<file path="config.mk">
export PLATFORM = sky130hd
export DESIGN_NAME = bem_mode_ctrl
export DESIGN_NICKNAME = d
export VERILOG_FILES = /design/src/common/bem_pkg.sv /design/src/rtl/bem_rst_sync.sv /design/src/rtl/bem_err_gate.sv /design/src/rtl/bem_mode_ctrl.sv
export SDC_FILE = /design/constraint.sdc
export NUM_CORES = 1
export LEC_CHECK = 0
export ABC_AREA = 1
export ABC_CLOCK_PERIOD_IN_PS = 2900
export BUFFER_PORTS_ARGS = -buffer_cell sky130_fd_sc_hd__buf_2
export CORE_ASPECT_RATIO = 1.4
export CORE_MARGIN = 2
export CORE_UTILIZATION = 51
export CTS_CLUSTER_DIAMETER = 30
export DETAILED_ROUTE_END_ITERATION = 10
export GPL_ROUTABILITY_DRIVEN = 0
export GPL_TIMING_DRIVEN = 0
export PLACE_DENSITY = 0.79
export RECOVER_POWER = 50
export SETUP_SLACK_MARGIN = 0.2
export SLEW_MARGIN = 10
export SYNTH_ARGS = -nofsm -noshare
export SYNTH_HDL_FRONTEND = slang
export SYNTH_SLANG_ARGS = --single-unit
</file>
<file path="constraint.sdc">
create_clock -name i_clk -period 2.9 [get_ports i_clk]
set_input_delay 0.58 -clock i_clk [delete_from_list [all_inputs] [get_ports i_clk]]
set_output_delay 0.58 -clock i_clk [all_outputs]
set_load 0.03 [all_outputs]
</file>
<file path="src/common/bem_pkg.sv">
// package: register map, field positions, codes and states of the mode-control block
package bem_pkg;
	localparam logic [7:0]  OFS_ENABLE = 8'h00;
	localparam logic [7:0]  OFS_CMD    = 8'h04;
	localparam logic [7:0]  OFS_STATUS = 8'h08;
	localparam logic [7:0]  OFS_ADDR   = 8'h0C;
	localparam logic [7:0]  OFS_BLEN   = 8'h10;
	localparam logic [7:0]  ENABLE_RST = 8'h00;
	localparam int          PAGE_W     = 11;
	localparam logic [10:0] ADDR_RST   = 11'h000;
	localparam logic [10:0] BLEN_RST   = 11'h001;
	localparam logic [10:0] PAGE_ONE   = 11'h001;
	// enable byte fields
	localparam int EN_NORMAL = 0;
	localparam int EN_PARITY = 1;
	localparam int EN_ERRINT = 2;
	localparam int EN_DMA    = 3;
	localparam int EN_RATE   = 4;
	localparam int EN_HALT   = 5;
	localparam int EN_AUTO   = 6;
	// status byte fields
	localparam int ST_FIFO = 0;
	localparam int ST_PAR  = 1;
	localparam int ST_CE   = 2;
	localparam int ST_UCE  = 3;
	localparam int ST_TE   = 4;
	localparam int ST_FAIL = 5;
	localparam int ST_DONE = 6;
	localparam int ST_BUSY = 7;
	// command codes
	localparam logic [3:0] CMD_INIT  = 4'h1;
	localparam logic [3:0] CMD_READ  = 4'h2;
	localparam logic [3:0] CMD_WRITE = 4'h3;
	localparam logic [3:0] CMD_ABORT = 4'h9;
	localparam logic [3:0] CMD_RCORR = 4'hC;
	// transfer modes
	localparam logic [1:0] XFER_POLL = 2'h0;
	localparam logic [1:0] XFER_INT  = 2'h1;
	localparam logic [1:0] XFER_DMA  = 2'h2;
	typedef enum logic [3:0] {
		S_IDLE = 4'h1,
		S_RUN  = 4'h2,
		S_HALT = 4'h4,
		S_FIX  = 4'h8
	} bem_state_t;
endpackage

</file>
<file path="src/rtl/bem_rst_sync.sv">
// reset release synchroniser
`timescale 1ns/100ps
`default_nettype none
module bem_rst_sync (
	input  wire logic i_clk,
	input  wire logic i_arst_n,
	output logic      o_rst_n
);
	logic meta_r;

	always_ff @(posedge i_clk or negedge i_arst_n) begin
		if (!i_arst_n) begin
			meta_r  <= 1'b0;
			o_rst_n <= 1'b0;
		end else begin
			meta_r  <= 1'b1;
			o_rst_n <= meta_r;
		end
	end
endmodule
`default_nettype wire

</file>
<file path="src/rtl/bem_err_gate.sv">
// error-cause gating by correction mode and error-interrupt bit
`timescale 1ns/100ps
`default_nettype none
module bem_err_gate (
	input  wire logic i_auto,
	input  wire logic i_halt,
	input  wire logic i_errint,
	input  wire logic i_ce,
	input  wire logic i_uce,
	input  wire logic i_te,
	output logic      o_hit
);
	always_comb begin
		case ({i_halt, i_auto})
			2'b00: o_hit = i_errint & i_te;
			2'b01,
			2'b10: o_hit = i_uce | i_te | (i_errint & i_ce);
			default: o_hit = 1'b0; // both modes on is an unused setting
		endcase
	end
endmodule
`default_nettype wire

</file>
<file path="src/rtl/bem_mode_ctrl.sv">
// mode control, error gating and interrupt merge of a bubble memory controller
// How it works
// transfer mode polled, interrupt or DMA follows the enable byte
// host must initialise after changing correction mode before it applies
// normal-interrupt and read-rate bits act live, no initialise needed
// completion, parity and formatter errors each selectable, merged onto one line
// host reads status to learn the interrupt cause
// FIFO half-full goes to the transfer request pin, ungated
// error-interrupt bit is enable bit 2, combined with both mode bits
// no correction, error bit clear: no error interrupts
// no correction, error bit set: timing errors only
// one mode: uncorrectable or timing, plus corrected when error bit set
// a correction mode alone enables error interrupts
// auto mode commands formatter to correct and forward correctable pages
// auto mode corrected error only reported in status without error bit
// host retries uncorrectable page by reissuing read unchanged
// auto mode passes uncorrectable page to FIFO before interrupting
// halt mode fixes correctable errors, stops on uncorrectable or timing
// halt mode with error bit stops on any error
// halt stop keeps bad page in formatter, not moved to FIFO
// command 0CH corrects held page and moves it into the FIFO
// address advances only after a good page, so it names a failed page
// commands other than abort accepted only while not busy
// host leaves parametric registers alone until the operation ends
// interrupt is the OR of every enabled condition
//
// The address map and the APB slave port were decided locally.
`timescale 1ns/100ps
`default_nettype none
module bem_mode_ctrl (
	input  wire logic        i_clk,
	input  wire logic        i_arst_n,
	input  wire logic        i_psel,
	input  wire logic        i_penable,
	input  wire logic        i_pwrite,
	input  wire logic [7:0]  i_paddr,
	input  wire logic [31:0] i_pwdata,
	output logic [31:0]      o_prdata,
	output logic             o_pready,
	output logic             o_pslverr,
	input  wire logic        i_parity_err,
	input  wire logic        i_fifo_avail,
	input  wire logic        i_fifo_half_full,
	input  wire logic        i_fmt_page_done,
	input  wire logic        i_fmt_ce,
	input  wire logic        i_fmt_uce,
	input  wire logic        i_fmt_te,
	input  wire logic        i_fmt_fix_done,
	output logic             o_fmt_start,
	output logic             o_fmt_correct,
	output logic             o_fmt_xfer,
	output logic             o_fmt_stop,
	output logic [1:0]       o_xfer_mode,
	output logic             o_read_rate_select,
	output logic             o_transfer_request_pin,
	output logic             o_irq
);
	logic                rst_n;
	bem_pkg::bem_state_t state_r;
	logic [7:0]          enable_r;
	logic [6:1]          sts_r;
	logic [6:1]          sts_set;
	logic [10:0]         addr_r;
	logic [10:0]         blen_r;
	logic [10:0]         cnt_r;
	logic                auto_q_r;
	logic                halt_q_r;
	logic                acc;
	logic                wr;
	logic                cmd_wr;
	logic                cmd_ok;
	logic [3:0]          code;
	logic                busy;
	logic                page_hit;
	logic                sts_hit;
	logic                pg_good;
	logic                pg_halt;
	logic                pg_fail;
	logic                pg_last;
	logic [7:0]          status;

	bem_rst_sync u_rst (
		.i_clk    (i_clk),
		.i_arst_n (i_arst_n),
		.o_rst_n  (rst_n)
	);

	// apb access phase completes on the cycle pready is high
	assign acc    = i_psel & i_penable & o_pready;
	assign wr     = acc & i_pwrite;
	assign code   = i_pwdata[3:0];
	assign cmd_wr = wr & (i_paddr == bem_pkg::OFS_CMD);
	assign busy   = (state_r == bem_pkg::S_RUN) | (state_r == bem_pkg::S_FIX);
	assign cmd_ok = cmd_wr & (!busy | (code == bem_pkg::CMD_ABORT));
	assign status = {busy, sts_r, i_fifo_avail};

	// stop decision for the page just finished, on latched modes
	bem_err_gate u_page_gate (
		.i_auto   (auto_q_r),
		.i_halt   (halt_q_r),
		.i_errint (enable_r[bem_pkg::EN_ERRINT]),
		.i_ce     (i_fmt_ce),
		.i_uce    (i_fmt_uce),
		.i_te     (i_fmt_te),
		.o_hit    (page_hit)
	);

	// interrupt cause from the sticky status bits
	bem_err_gate u_sts_gate (
		.i_auto   (auto_q_r),
		.i_halt   (halt_q_r),
		.i_errint (enable_r[bem_pkg::EN_ERRINT]),
		.i_ce     (sts_r[bem_pkg::ST_CE]),
		.i_uce    (sts_r[bem_pkg::ST_UCE]),
		.i_te     (sts_r[bem_pkg::ST_TE]),
		.o_hit    (sts_hit)
	);

	// classify a finished page while running
	always_comb begin
		pg_halt = 1'b0;
		pg_fail = 1'b0;
		pg_good = 1'b0;
		pg_last = (cnt_r == bem_pkg::PAGE_ONE);
		if ((state_r == bem_pkg::S_RUN) && i_fmt_page_done) begin
			if (halt_q_r && page_hit) begin
				pg_halt = 1'b1;
			end else if ((auto_q_r && i_fmt_uce) || i_fmt_te) begin
				pg_fail = 1'b1;
			end else begin
				pg_good = 1'b1;
			end
		end
	end

	// apb slave: one wait state, so every answer comes from a flop
	always_ff @(posedge i_clk or negedge rst_n) begin
		if (!rst_n) begin
			o_pready  <= 1'b0;
			o_prdata  <= 32'h0000_0000;
			o_pslverr <= 1'b0;
		end else begin
			o_pready  <= i_psel & i_penable & !o_pready;
			o_pslverr <= 1'b0;
			o_prdata  <= 32'h0000_0000;
			if (i_psel && i_penable && !o_pready) begin
				case (i_paddr)
					bem_pkg::OFS_ENABLE: o_prdata <= {24'h00_0000, enable_r};
					bem_pkg::OFS_CMD,
					bem_pkg::OFS_STATUS: o_prdata <= {24'h00_0000, status};
					bem_pkg::OFS_ADDR:   o_prdata <= {21'h00_0000, addr_r};
					bem_pkg::OFS_BLEN:   o_prdata <= {21'h00_0000, blen_r};
					default:             o_pslverr <= 1'b1;
				endcase
			end
		end
	end

	// enable byte is live; host keeps it still during operations
	always_ff @(posedge i_clk or negedge rst_n) begin
		if (!rst_n) begin
			enable_r <= bem_pkg::ENABLE_RST;
			blen_r   <= bem_pkg::BLEN_RST;
		end else begin
			if (wr && (i_paddr == bem_pkg::OFS_ENABLE)) begin
				enable_r <= i_pwdata[7:0];
			end
			if (wr && (i_paddr == bem_pkg::OFS_BLEN)) begin
				blen_r <= i_pwdata[10:0];
			end
		end
	end

	// correction modes take effect only at initialise
	always_ff @(posedge i_clk or negedge rst_n) begin
		if (!rst_n) begin
			auto_q_r <= 1'b0;
			halt_q_r <= 1'b0;
		end else if (cmd_ok && (code == bem_pkg::CMD_INIT)) begin
			auto_q_r <= enable_r[bem_pkg::EN_AUTO];
			halt_q_r <= enable_r[bem_pkg::EN_HALT];
		end
	end

	// operation sequencer and formatter commands
	always_ff @(posedge i_clk or negedge rst_n) begin
		if (!rst_n) begin
			state_r       <= bem_pkg::S_IDLE;
			addr_r        <= bem_pkg::ADDR_RST;
			cnt_r         <= bem_pkg::BLEN_RST;
			o_fmt_start   <= 1'b0;
			o_fmt_correct <= 1'b0;
			o_fmt_xfer    <= 1'b0;
			o_fmt_stop    <= 1'b0;
		end else begin
			o_fmt_start   <= 1'b0;
			o_fmt_correct <= 1'b0;
			o_fmt_xfer    <= 1'b0;
			o_fmt_stop    <= 1'b0;
			if (wr && (i_paddr == bem_pkg::OFS_ADDR)) begin
				addr_r <= i_pwdata[10:0];
			end
			if (cmd_ok) begin
				case (code)
					bem_pkg::CMD_ABORT: begin
						state_r    <= bem_pkg::S_IDLE;
						o_fmt_stop <= 1'b1;
					end
					bem_pkg::CMD_READ,
					bem_pkg::CMD_WRITE: begin
						state_r     <= bem_pkg::S_RUN;
						cnt_r       <= blen_r;
						o_fmt_start <= 1'b1;
					end
					bem_pkg::CMD_RCORR: begin
						if (state_r == bem_pkg::S_HALT) begin
							state_r       <= bem_pkg::S_FIX;
							o_fmt_correct <= 1'b1;
							o_fmt_xfer    <= 1'b1;
						end
					end
					default: begin
						state_r <= bem_pkg::S_IDLE;
					end
				endcase
			end else begin
				case (state_r)
					bem_pkg::S_RUN: begin
						if (pg_halt) begin
							state_r <= bem_pkg::S_HALT;
						end else if (pg_fail) begin
							o_fmt_xfer <= auto_q_r & i_fmt_uce & !i_fmt_te;
							state_r    <= bem_pkg::S_IDLE;
						end else if (pg_good) begin
							// correctable pages are repaired on the fly in either mode
							o_fmt_correct <= i_fmt_ce & (auto_q_r | halt_q_r);
							o_fmt_xfer    <= 1'b1;
							addr_r        <= addr_r + bem_pkg::PAGE_ONE;
							cnt_r         <= cnt_r - bem_pkg::PAGE_ONE;
							if (pg_last) begin
								state_r <= bem_pkg::S_IDLE;
							end
						end
					end
					bem_pkg::S_FIX: begin
						if (i_fmt_fix_done) begin
							state_r <= bem_pkg::S_IDLE;
						end
					end
					bem_pkg::S_IDLE,
					bem_pkg::S_HALT: begin
						state_r <= state_r;
					end
					default: begin
						state_r <= bem_pkg::S_IDLE;
					end
				endcase
			end
		end
	end

	// sticky status: a new command clears it, a same-cycle event still lands
	always_comb begin
		sts_set                  = '0;
		sts_set[bem_pkg::ST_PAR] = i_parity_err;
		if ((state_r == bem_pkg::S_RUN) && i_fmt_page_done) begin
			sts_set[bem_pkg::ST_CE]  = i_fmt_ce;
			sts_set[bem_pkg::ST_UCE] = i_fmt_uce;
			sts_set[bem_pkg::ST_TE]  = i_fmt_te;
		end
		sts_set[bem_pkg::ST_FAIL] = pg_halt | pg_fail;
		sts_set[bem_pkg::ST_DONE] = (pg_good & pg_last) | ((state_r == bem_pkg::S_FIX) & i_fmt_fix_done)
			| (cmd_ok & (code == bem_pkg::CMD_INIT));
	end

	always_ff @(posedge i_clk or negedge rst_n) begin
		if (!rst_n) begin
			sts_r <= '0;
		end else begin
			sts_r <= (cmd_ok ? 6'h00 : sts_r) | sts_set;
		end
	end

	// pins facing the host
	always_ff @(posedge i_clk or negedge rst_n) begin
		if (!rst_n) begin
			o_irq                  <= 1'b0;
			o_xfer_mode            <= bem_pkg::XFER_POLL;
			o_read_rate_select     <= 1'b0;
			o_transfer_request_pin <= 1'b0;
		end else begin
			o_irq <= (enable_r[bem_pkg::EN_NORMAL] & sts_r[bem_pkg::ST_DONE])
				| (enable_r[bem_pkg::EN_PARITY] & sts_r[bem_pkg::ST_PAR])
				| sts_hit;
			if (enable_r[bem_pkg::EN_DMA]) begin
				o_xfer_mode <= bem_pkg::XFER_DMA;
			end else if (|enable_r[2:0] || auto_q_r || halt_q_r) begin
				o_xfer_mode <= bem_pkg::XFER_INT;
			end else begin
				o_xfer_mode <= bem_pkg::XFER_POLL;
			end
			o_read_rate_select     <= enable_r[bem_pkg::EN_RATE];
			o_transfer_request_pin <= i_fifo_half_full;
		end
	end
endmodule
`default_nettype wire

</file>
# == Yosys cells after proc, flatten, opt, wreduce, memory -nomap -nowiden ==
# Cells that the tools add are included.
# Widths: inputs -> output; s select.
# word_totals
regBits,98
word_cells,160
# op_classes
addsub,2
n_eq_ne,24
muxes,55
bitwise_logic,31
n_reduce_logical,27
# op_table
op,count
$mux 11,13
$pmux 11 s4,1
$mux 4,7
$mux 1,27
$and 1x1->1,18
$eq 8x4->1 const B,2
$eq 4x2->1 const B,3
$eq 4x4->1 const B,3
$or 1x1->1,12
$pmux 4 s3,1
$add 11x1->11 const B,1
$eq 11x1->1 const B,1
$sub 11x1->11 const B,1
$ne 5x5->1 const B,2
$reduce_and 5->1,2
$logic_and 1x1->1,9
$eq 4x1->1 const B,2
$eq 8x3->1 const B,1
$eq 8x5->1 const B,1
$logic_not 8->1,1
$pmux 4 s2,1
$reduce_or 2->1,4
$mux 6,1
$ne 2x2->1 const B,3
other kinds (15),22

# == Logic depth before layout (Yosys ltp) ==
# depth
ltp_word,11
depth_mapped,12

# == Cells and area by module ==
# Synthesis repeated with hierarchy kept, for this count alone.
# hier_totals
cells_unflattened,534
hier_area_um2,4245.3
# modules_own_cells
mod,instances,cells_each,area_per_inst_um2
bem_mode_ctrl,1,511,4076.4
bem_err_gate,2,10,57.6
bem_rst_sync,1,3,53.8

# == Worst setup path after synthesis ==
# OpenSTA, ideal clock, no wires.
# synth_path
kind,register to register
start,reg auto_q_r
end,reg addr_r[8]
arrival_time_ns,1.517
t_required_ns,2.773
slack_ns,1.256
stages_incl_launch_ff,12
path_buffers,1
synth_period_minus_slack_ns,1.644
path_cell_list,dfrtp_1 -> inv_1 -> ha_1 -> nand2_1 -> nand2_1 -> nand2_1 -> nand2_2 -> nor2_2 -> nand2_4 -> buf_4 -> o211ai_1 -> o21ai_1
# synth_via
elab_chain_len,11
# synth_rtl
element,line,rtl
from (decl),bem_mode_ctrl.sv:66,logic auto_q_r;
from (signal assigned),bem_mode_ctrl.sv:180,auto_q_r <= enable_r[bem_pkg::EN_AUTO];
$eq 2x1->1 / $eq 2x2->1 (equally long branches),bem_err_gate.sv:14,"case ({i_halt, i_auto})"
$reduce_or 2->1,bem_err_gate.sv:14,
$pmux 1 s2,bem_err_gate.sv:14,
$logic_and 1x1->1,bem_mode_ctrl.sv:126,if (halt_q_r && page_hit) begin
$mux 1,bem_mode_ctrl.sv:126,
$mux 1,bem_mode_ctrl.sv:125,if ((state_r == bem_pkg::S_RUN) && i_fmt_page_done) begin
$mux 11,bem_mode_ctrl.sv:234,end else if (pg_good) begin
$mux 11,bem_mode_ctrl.sv:231,end else if (pg_fail) begin
$mux 11 *,bem_mode_ctrl.sv:229,if (pg_halt) begin
$mux 11 *,bem_mode_ctrl.sv:227,case (state_r)
$mux 11 *,bem_mode_ctrl.sv:203,if (cmd_ok) begin
to (signal assigned),bem_mode_ctrl.sv:189,addr_r <= bem_pkg::ADDR_RST;
to (signal assigned),bem_mode_ctrl.sv:201,addr_r <= i_pwdata[10:0];
to (signal assigned),bem_mode_ctrl.sv:238,addr_r <= addr_r + bem_pkg::PAGE_ONE;
to (decl),bem_mode_ctrl.sv:63,logic [10:0] addr_r;
# Mark *: on every way between the ends. The rest lies on a longest branch, timed or not.
# A chain may end at the register's enable or synchronous reset.

# == Worst setup path in the final report ==
# layout_path
start,in i_paddr[1]
end,reg o_prdata[5]
# layout_via
elab_chain_len,4
# layout_rtl
element,line,rtl
from (decl),bem_mode_ctrl.sv:36,"input wire logic [7:0] i_paddr,"
$eq 8x3->1 / $eq 8x4->1 (equally long branches),bem_mode_ctrl.sv:147,case (i_paddr)
$reduce_or 2->1,bem_mode_ctrl.sv:147,
$pmux 11 s4 *,bem_mode_ctrl.sv:147,
$mux 11 *,bem_mode_ctrl.sv:146,if (i_psel && i_penable && !o_pready) begin
to (signal assigned),bem_mode_ctrl.sv:148,"bem_pkg::OFS_ENABLE: o_prdata <= {24'h00_0000, enable_r};"
to (signal assigned),bem_mode_ctrl.sv:150,"bem_pkg::OFS_STATUS: o_prdata <= {24'h00_0000, status};"
to (signal assigned),bem_mode_ctrl.sv:151,"bem_pkg::OFS_ADDR: o_prdata <= {21'h00_0000, addr_r};"
to (decl),bem_mode_ctrl.sv:38,"output logic [31:0] o_prdata,"
# Marks and branches as above.

==> impl_metrics.py <==
metrics = {
    "timing": {
        "min_period_ps": 1887,
        "worst_pin_slew_ps": 915.3,
        "finalSetupViolCount": 0,
        "timing_hold_violations_final": 0,
        "rsz0062_at_grt": "no",
        "setup-tns-final_ps": 0,
        "maxSlewHeadroom": 0.3898,
        "max_freq_ghz": 0.5298,
        "final_max_slew_viol_count": 0,
        "layout_setup_ws_ps": 1013,
        "finClkSkew_ps": 3.857,
        "post-route-period-util": 0.6508,
    },
    "critical_path": {
        "critPathMaxStageDelay_ps": 640,
        "cp_max_fo": 9,
        "rr_worst_depth": 11,
        "slowest_stage": "a21oi_1",
        "endpoint_kind": "flip-flop",
        "critPathLaunch": "i_paddr[1]",
        "startpoint_type": "input pin",
        "path_common_cell": "nor2_1",
        "cp-endpoint": "o_prdata[5]$_DFF_PN0_",
        "r2r-end": "addr_r[5]$_DFF_PN0_",
        "crit_type": "input pin to flip-flop",
        "arrival_ps": 2140,
        "rrSetupSlack_ps": 1030,
        "r2r-start": "auto_q_r$_DFFE_PN0P_",
        "required_ps": 3150,
        "crit_chain": "buf_2, nor2_4, nand2_1, a21oi_1, nor2_1, nand3_1, nand2_2, nor2_1",
    },
    "clock_network": {
        "insertion_delay_ps": 340,
        "cts.htree.levels": 3,
        "post_cts_buffers": 0,
        "cts_buffer_depth": 2,
        "root_buffer": "clkbuf_16",
        "path_clk_slew_ps": 60,
        "clock-sinks": 77,
        "cts_buffers": 9,
        "cts_tree": "yes",
    },
    "drt": {
        "wirelength_um": 10430,
        "drt-pass1-iter-count": 5,
        "avgViaCountPerCell": 5.226,
        "wl_per_cell_um": 14.48,
        "ant_nets": 0,
        "vias": 3763,
        "drt-initial-drc-count": 315,
        "drc": 0,
    },
    "layout": {
        "stdcell_area_mm2": 0.005029,
        "fillerInstances": 685,
        "final_core_util": 0.6171,
        "nets": 671,
        "drive_above_1_share": 0.2314,
        "seq_area_mm2": 0.001931,
        "n_antenna_cell": 0,
        "areaGrowthSynthToFinish_pct": 18.14,
        "multi_input_area_mm2": 0.001896,
    },
    "synth": {
        "synth_cell_types": 44,
        "synth_top_family_by_area": "simple AND/OR/NAND/NOR gates",
        "synth_compound_area_frac": 0.1152,
        "avgSynthCellArea_um2": 8.077,
        "synthSimpleGateAreaFrac": 0.2607,
        "synthMuxAreaShare": 0.005291,
        "synth_xor_area_frac": 0.03292,
        "ys.warnings.count": 0,
        "ys_async_sr_fraction": 1.000,
        "synthDominantCellAreaShare": 0.4350,
        "synthTopCellsByArea": "dfrtp_1, nand2_1, inv_1",
        "synth_enable_flop_cells": 0,
        "postSynthCellCount": 527,
        "synth_area_mm2": 0.004257,
        "yosysSeqAreaShare": 0.4536,
        "synthAdderAreaFrac": 0.01470,
        "ys_ff_latch": 77,
        "yosys.area.top_type": "dfrtp_1",
        "synth_ff_type": "dfrtp_1",
    },
    "global_routing": {
        "met3_usage": 0.04984,
        "grt_use_total": 0.2486,
        "gr-max-usage-layer": "met2",
        "met2_usage": 0.4320,
        "grt_max_degree": 56,
        "antenna_found_initial": 0,
        "grt_pass1_vias": 3675,
        "grt_pass1_wl_um": 17040,
        "met1_usage": 0.2880,
        "grt_remaining_overflow": 0,
    },
    "pwr": {
        "power_density_mw_per_mm2": 472.6,
        "vdd_drop_max_mv": 0.2987,
        "power.leakage_uw": 0.002556,
    },
    "die": {
        "rows": 39,
        "core_area_mm2": 0.008149,
        "dieArea_mm2": 0.009103,
        "die_h_um": 112.1,
        "start_util": 0.5223,
        "io_pins": 96,
        "die_w_um": 81.21,
    },
    "placement": {
        "dp_slack_ps": 862.9,
        "placed_cell_area_mm2": 0.004756,
        "io_buffers": 53,
        "hpwl_um": 7917,
    },
    "flow_run": {
        "maxCapViolations": 0,
    },
    "run_status": {
        "outcome": "complete, no violations",
    },
    "hold_path": {
        "min_from": "i_fifo_half_full",
        "hold_path.class": "input pin to flip-flop",
    },
}
[cell type report]
cell class              count  share of cell area
clock inverters             3            0.003981
inverters                  59             0.04454
flip-flops and latches     77              0.3839
repair buffers             55             0.05997
multi-input cells         377              0.3770
plain buffers              34             0.05350
well taps                 102             0.02538
clock buffers              13             0.05175
[per-layer routing]
layer | vias to the layer above | wire length [um]
li1 | 1813 | -
met2 | 147 | 5533
met4 | 0 | 363
met5 | - | 0
met1 | 1770 | 3980
met3 | 33 | 550
[how the worst min path moves through the flow]
stage | to | slack [ps] | cells past startpoint
floorplan | u_rst.meta_r$_DFF_PN0_ | 280 | 0
global placement | u_rst.o_rst_n$_DFF_PN0_ | 340 | 0
detailed placement | o_fmt_start$_DFF_PN0_ | 230 | 0
CTS | u_rst.o_rst_n$_DFF_PN0_ | 3 | 1
global route | o_transfer_request_pin$_DFF_PN0_ | 340 | 1
finish | o_transfer_request_pin$_DFF_PN0_ | 340 | 1
[placed cells by master (no fill, tap or decap), drive strengths merged]
cell type	instances
dfstp	3
a31o	1
dfrtp	74
dlygate4sd3	1
nor2	44
a22oi	2
nor3	6
ha	5
nor3b	1
a22o	1
a31oi	3
o22ai	1
o211ai	9
xnor2	3
inv	58
nand2	166
nand4	7
mux2	2
o21ai	50
xor2	13
buf	86
clkinvlp	2
conb	22
a21oi	13
clkbuf	15
clkinv	2
or2	2
a41oi	2
nand3	23
o21bai	1
[power by group]
group          internal, uW  leakage (uW)  switching, uW
sequential             1090      0.000973           14.5
clock                   625      0.000132            436
combinational          69.9       0.00145            138
total                  1790       0.00256            589
[cell usage after synthesis, drive strengths merged (6+ instances only)]
cell type and count:
dfrtp 74, buf 33, xor2 13, a21oi 13, inv 58, nand4 7, o211ai 9, nor3 6
nand3 23, o21ai 50, nand2 166, nor2 44
[metrics by stage]
step                hold WS, ps  instances  power [uW]
global placement          339.1        702        1326
global route              340.4        720        2462
floorplan                 284.4        547        1274
finish                    340.5        720        2377
detailed placement        227.2        703        1337
CTS                       3.387        719        2390
[flip-flops by register name (all words and copies together) (netlist names), 2 cells and up]
register and count:
enable_r 8, sts_r 6, o_xfer_mode 2, cnt_r 11, addr_r 11, blen_r 11, state_r 4, o_prdata 11
[worst max-delay path: cells and delay by family]
kind                   cells  cell delay (ps)
buffers and inverters      1              120
and+or+nand+nor            6              800
AOI/OAI and AO/OA          1              640
[kinds of logic (layout without fill, tap and decap cells)]
kind of cell / after synthesis / after routing
flops: 77 / 77
other cells: 2 / 22
mux: 2 / 2
fa+ha+maj: 5 / 5
compound gates: 83 / 83
buf+inv: 93 / 164
xor+xnor: 16 / 16
simple gates: 249 / 249
[timing repair]
action                                  in CTS  in global routing
hold buffers                                 0                  1
endpoints found under the setup margin       0                  0
resized for setup                            0                  0
endpoints found under the hold margin        0                  2
(Power assumes the default switching activity.)
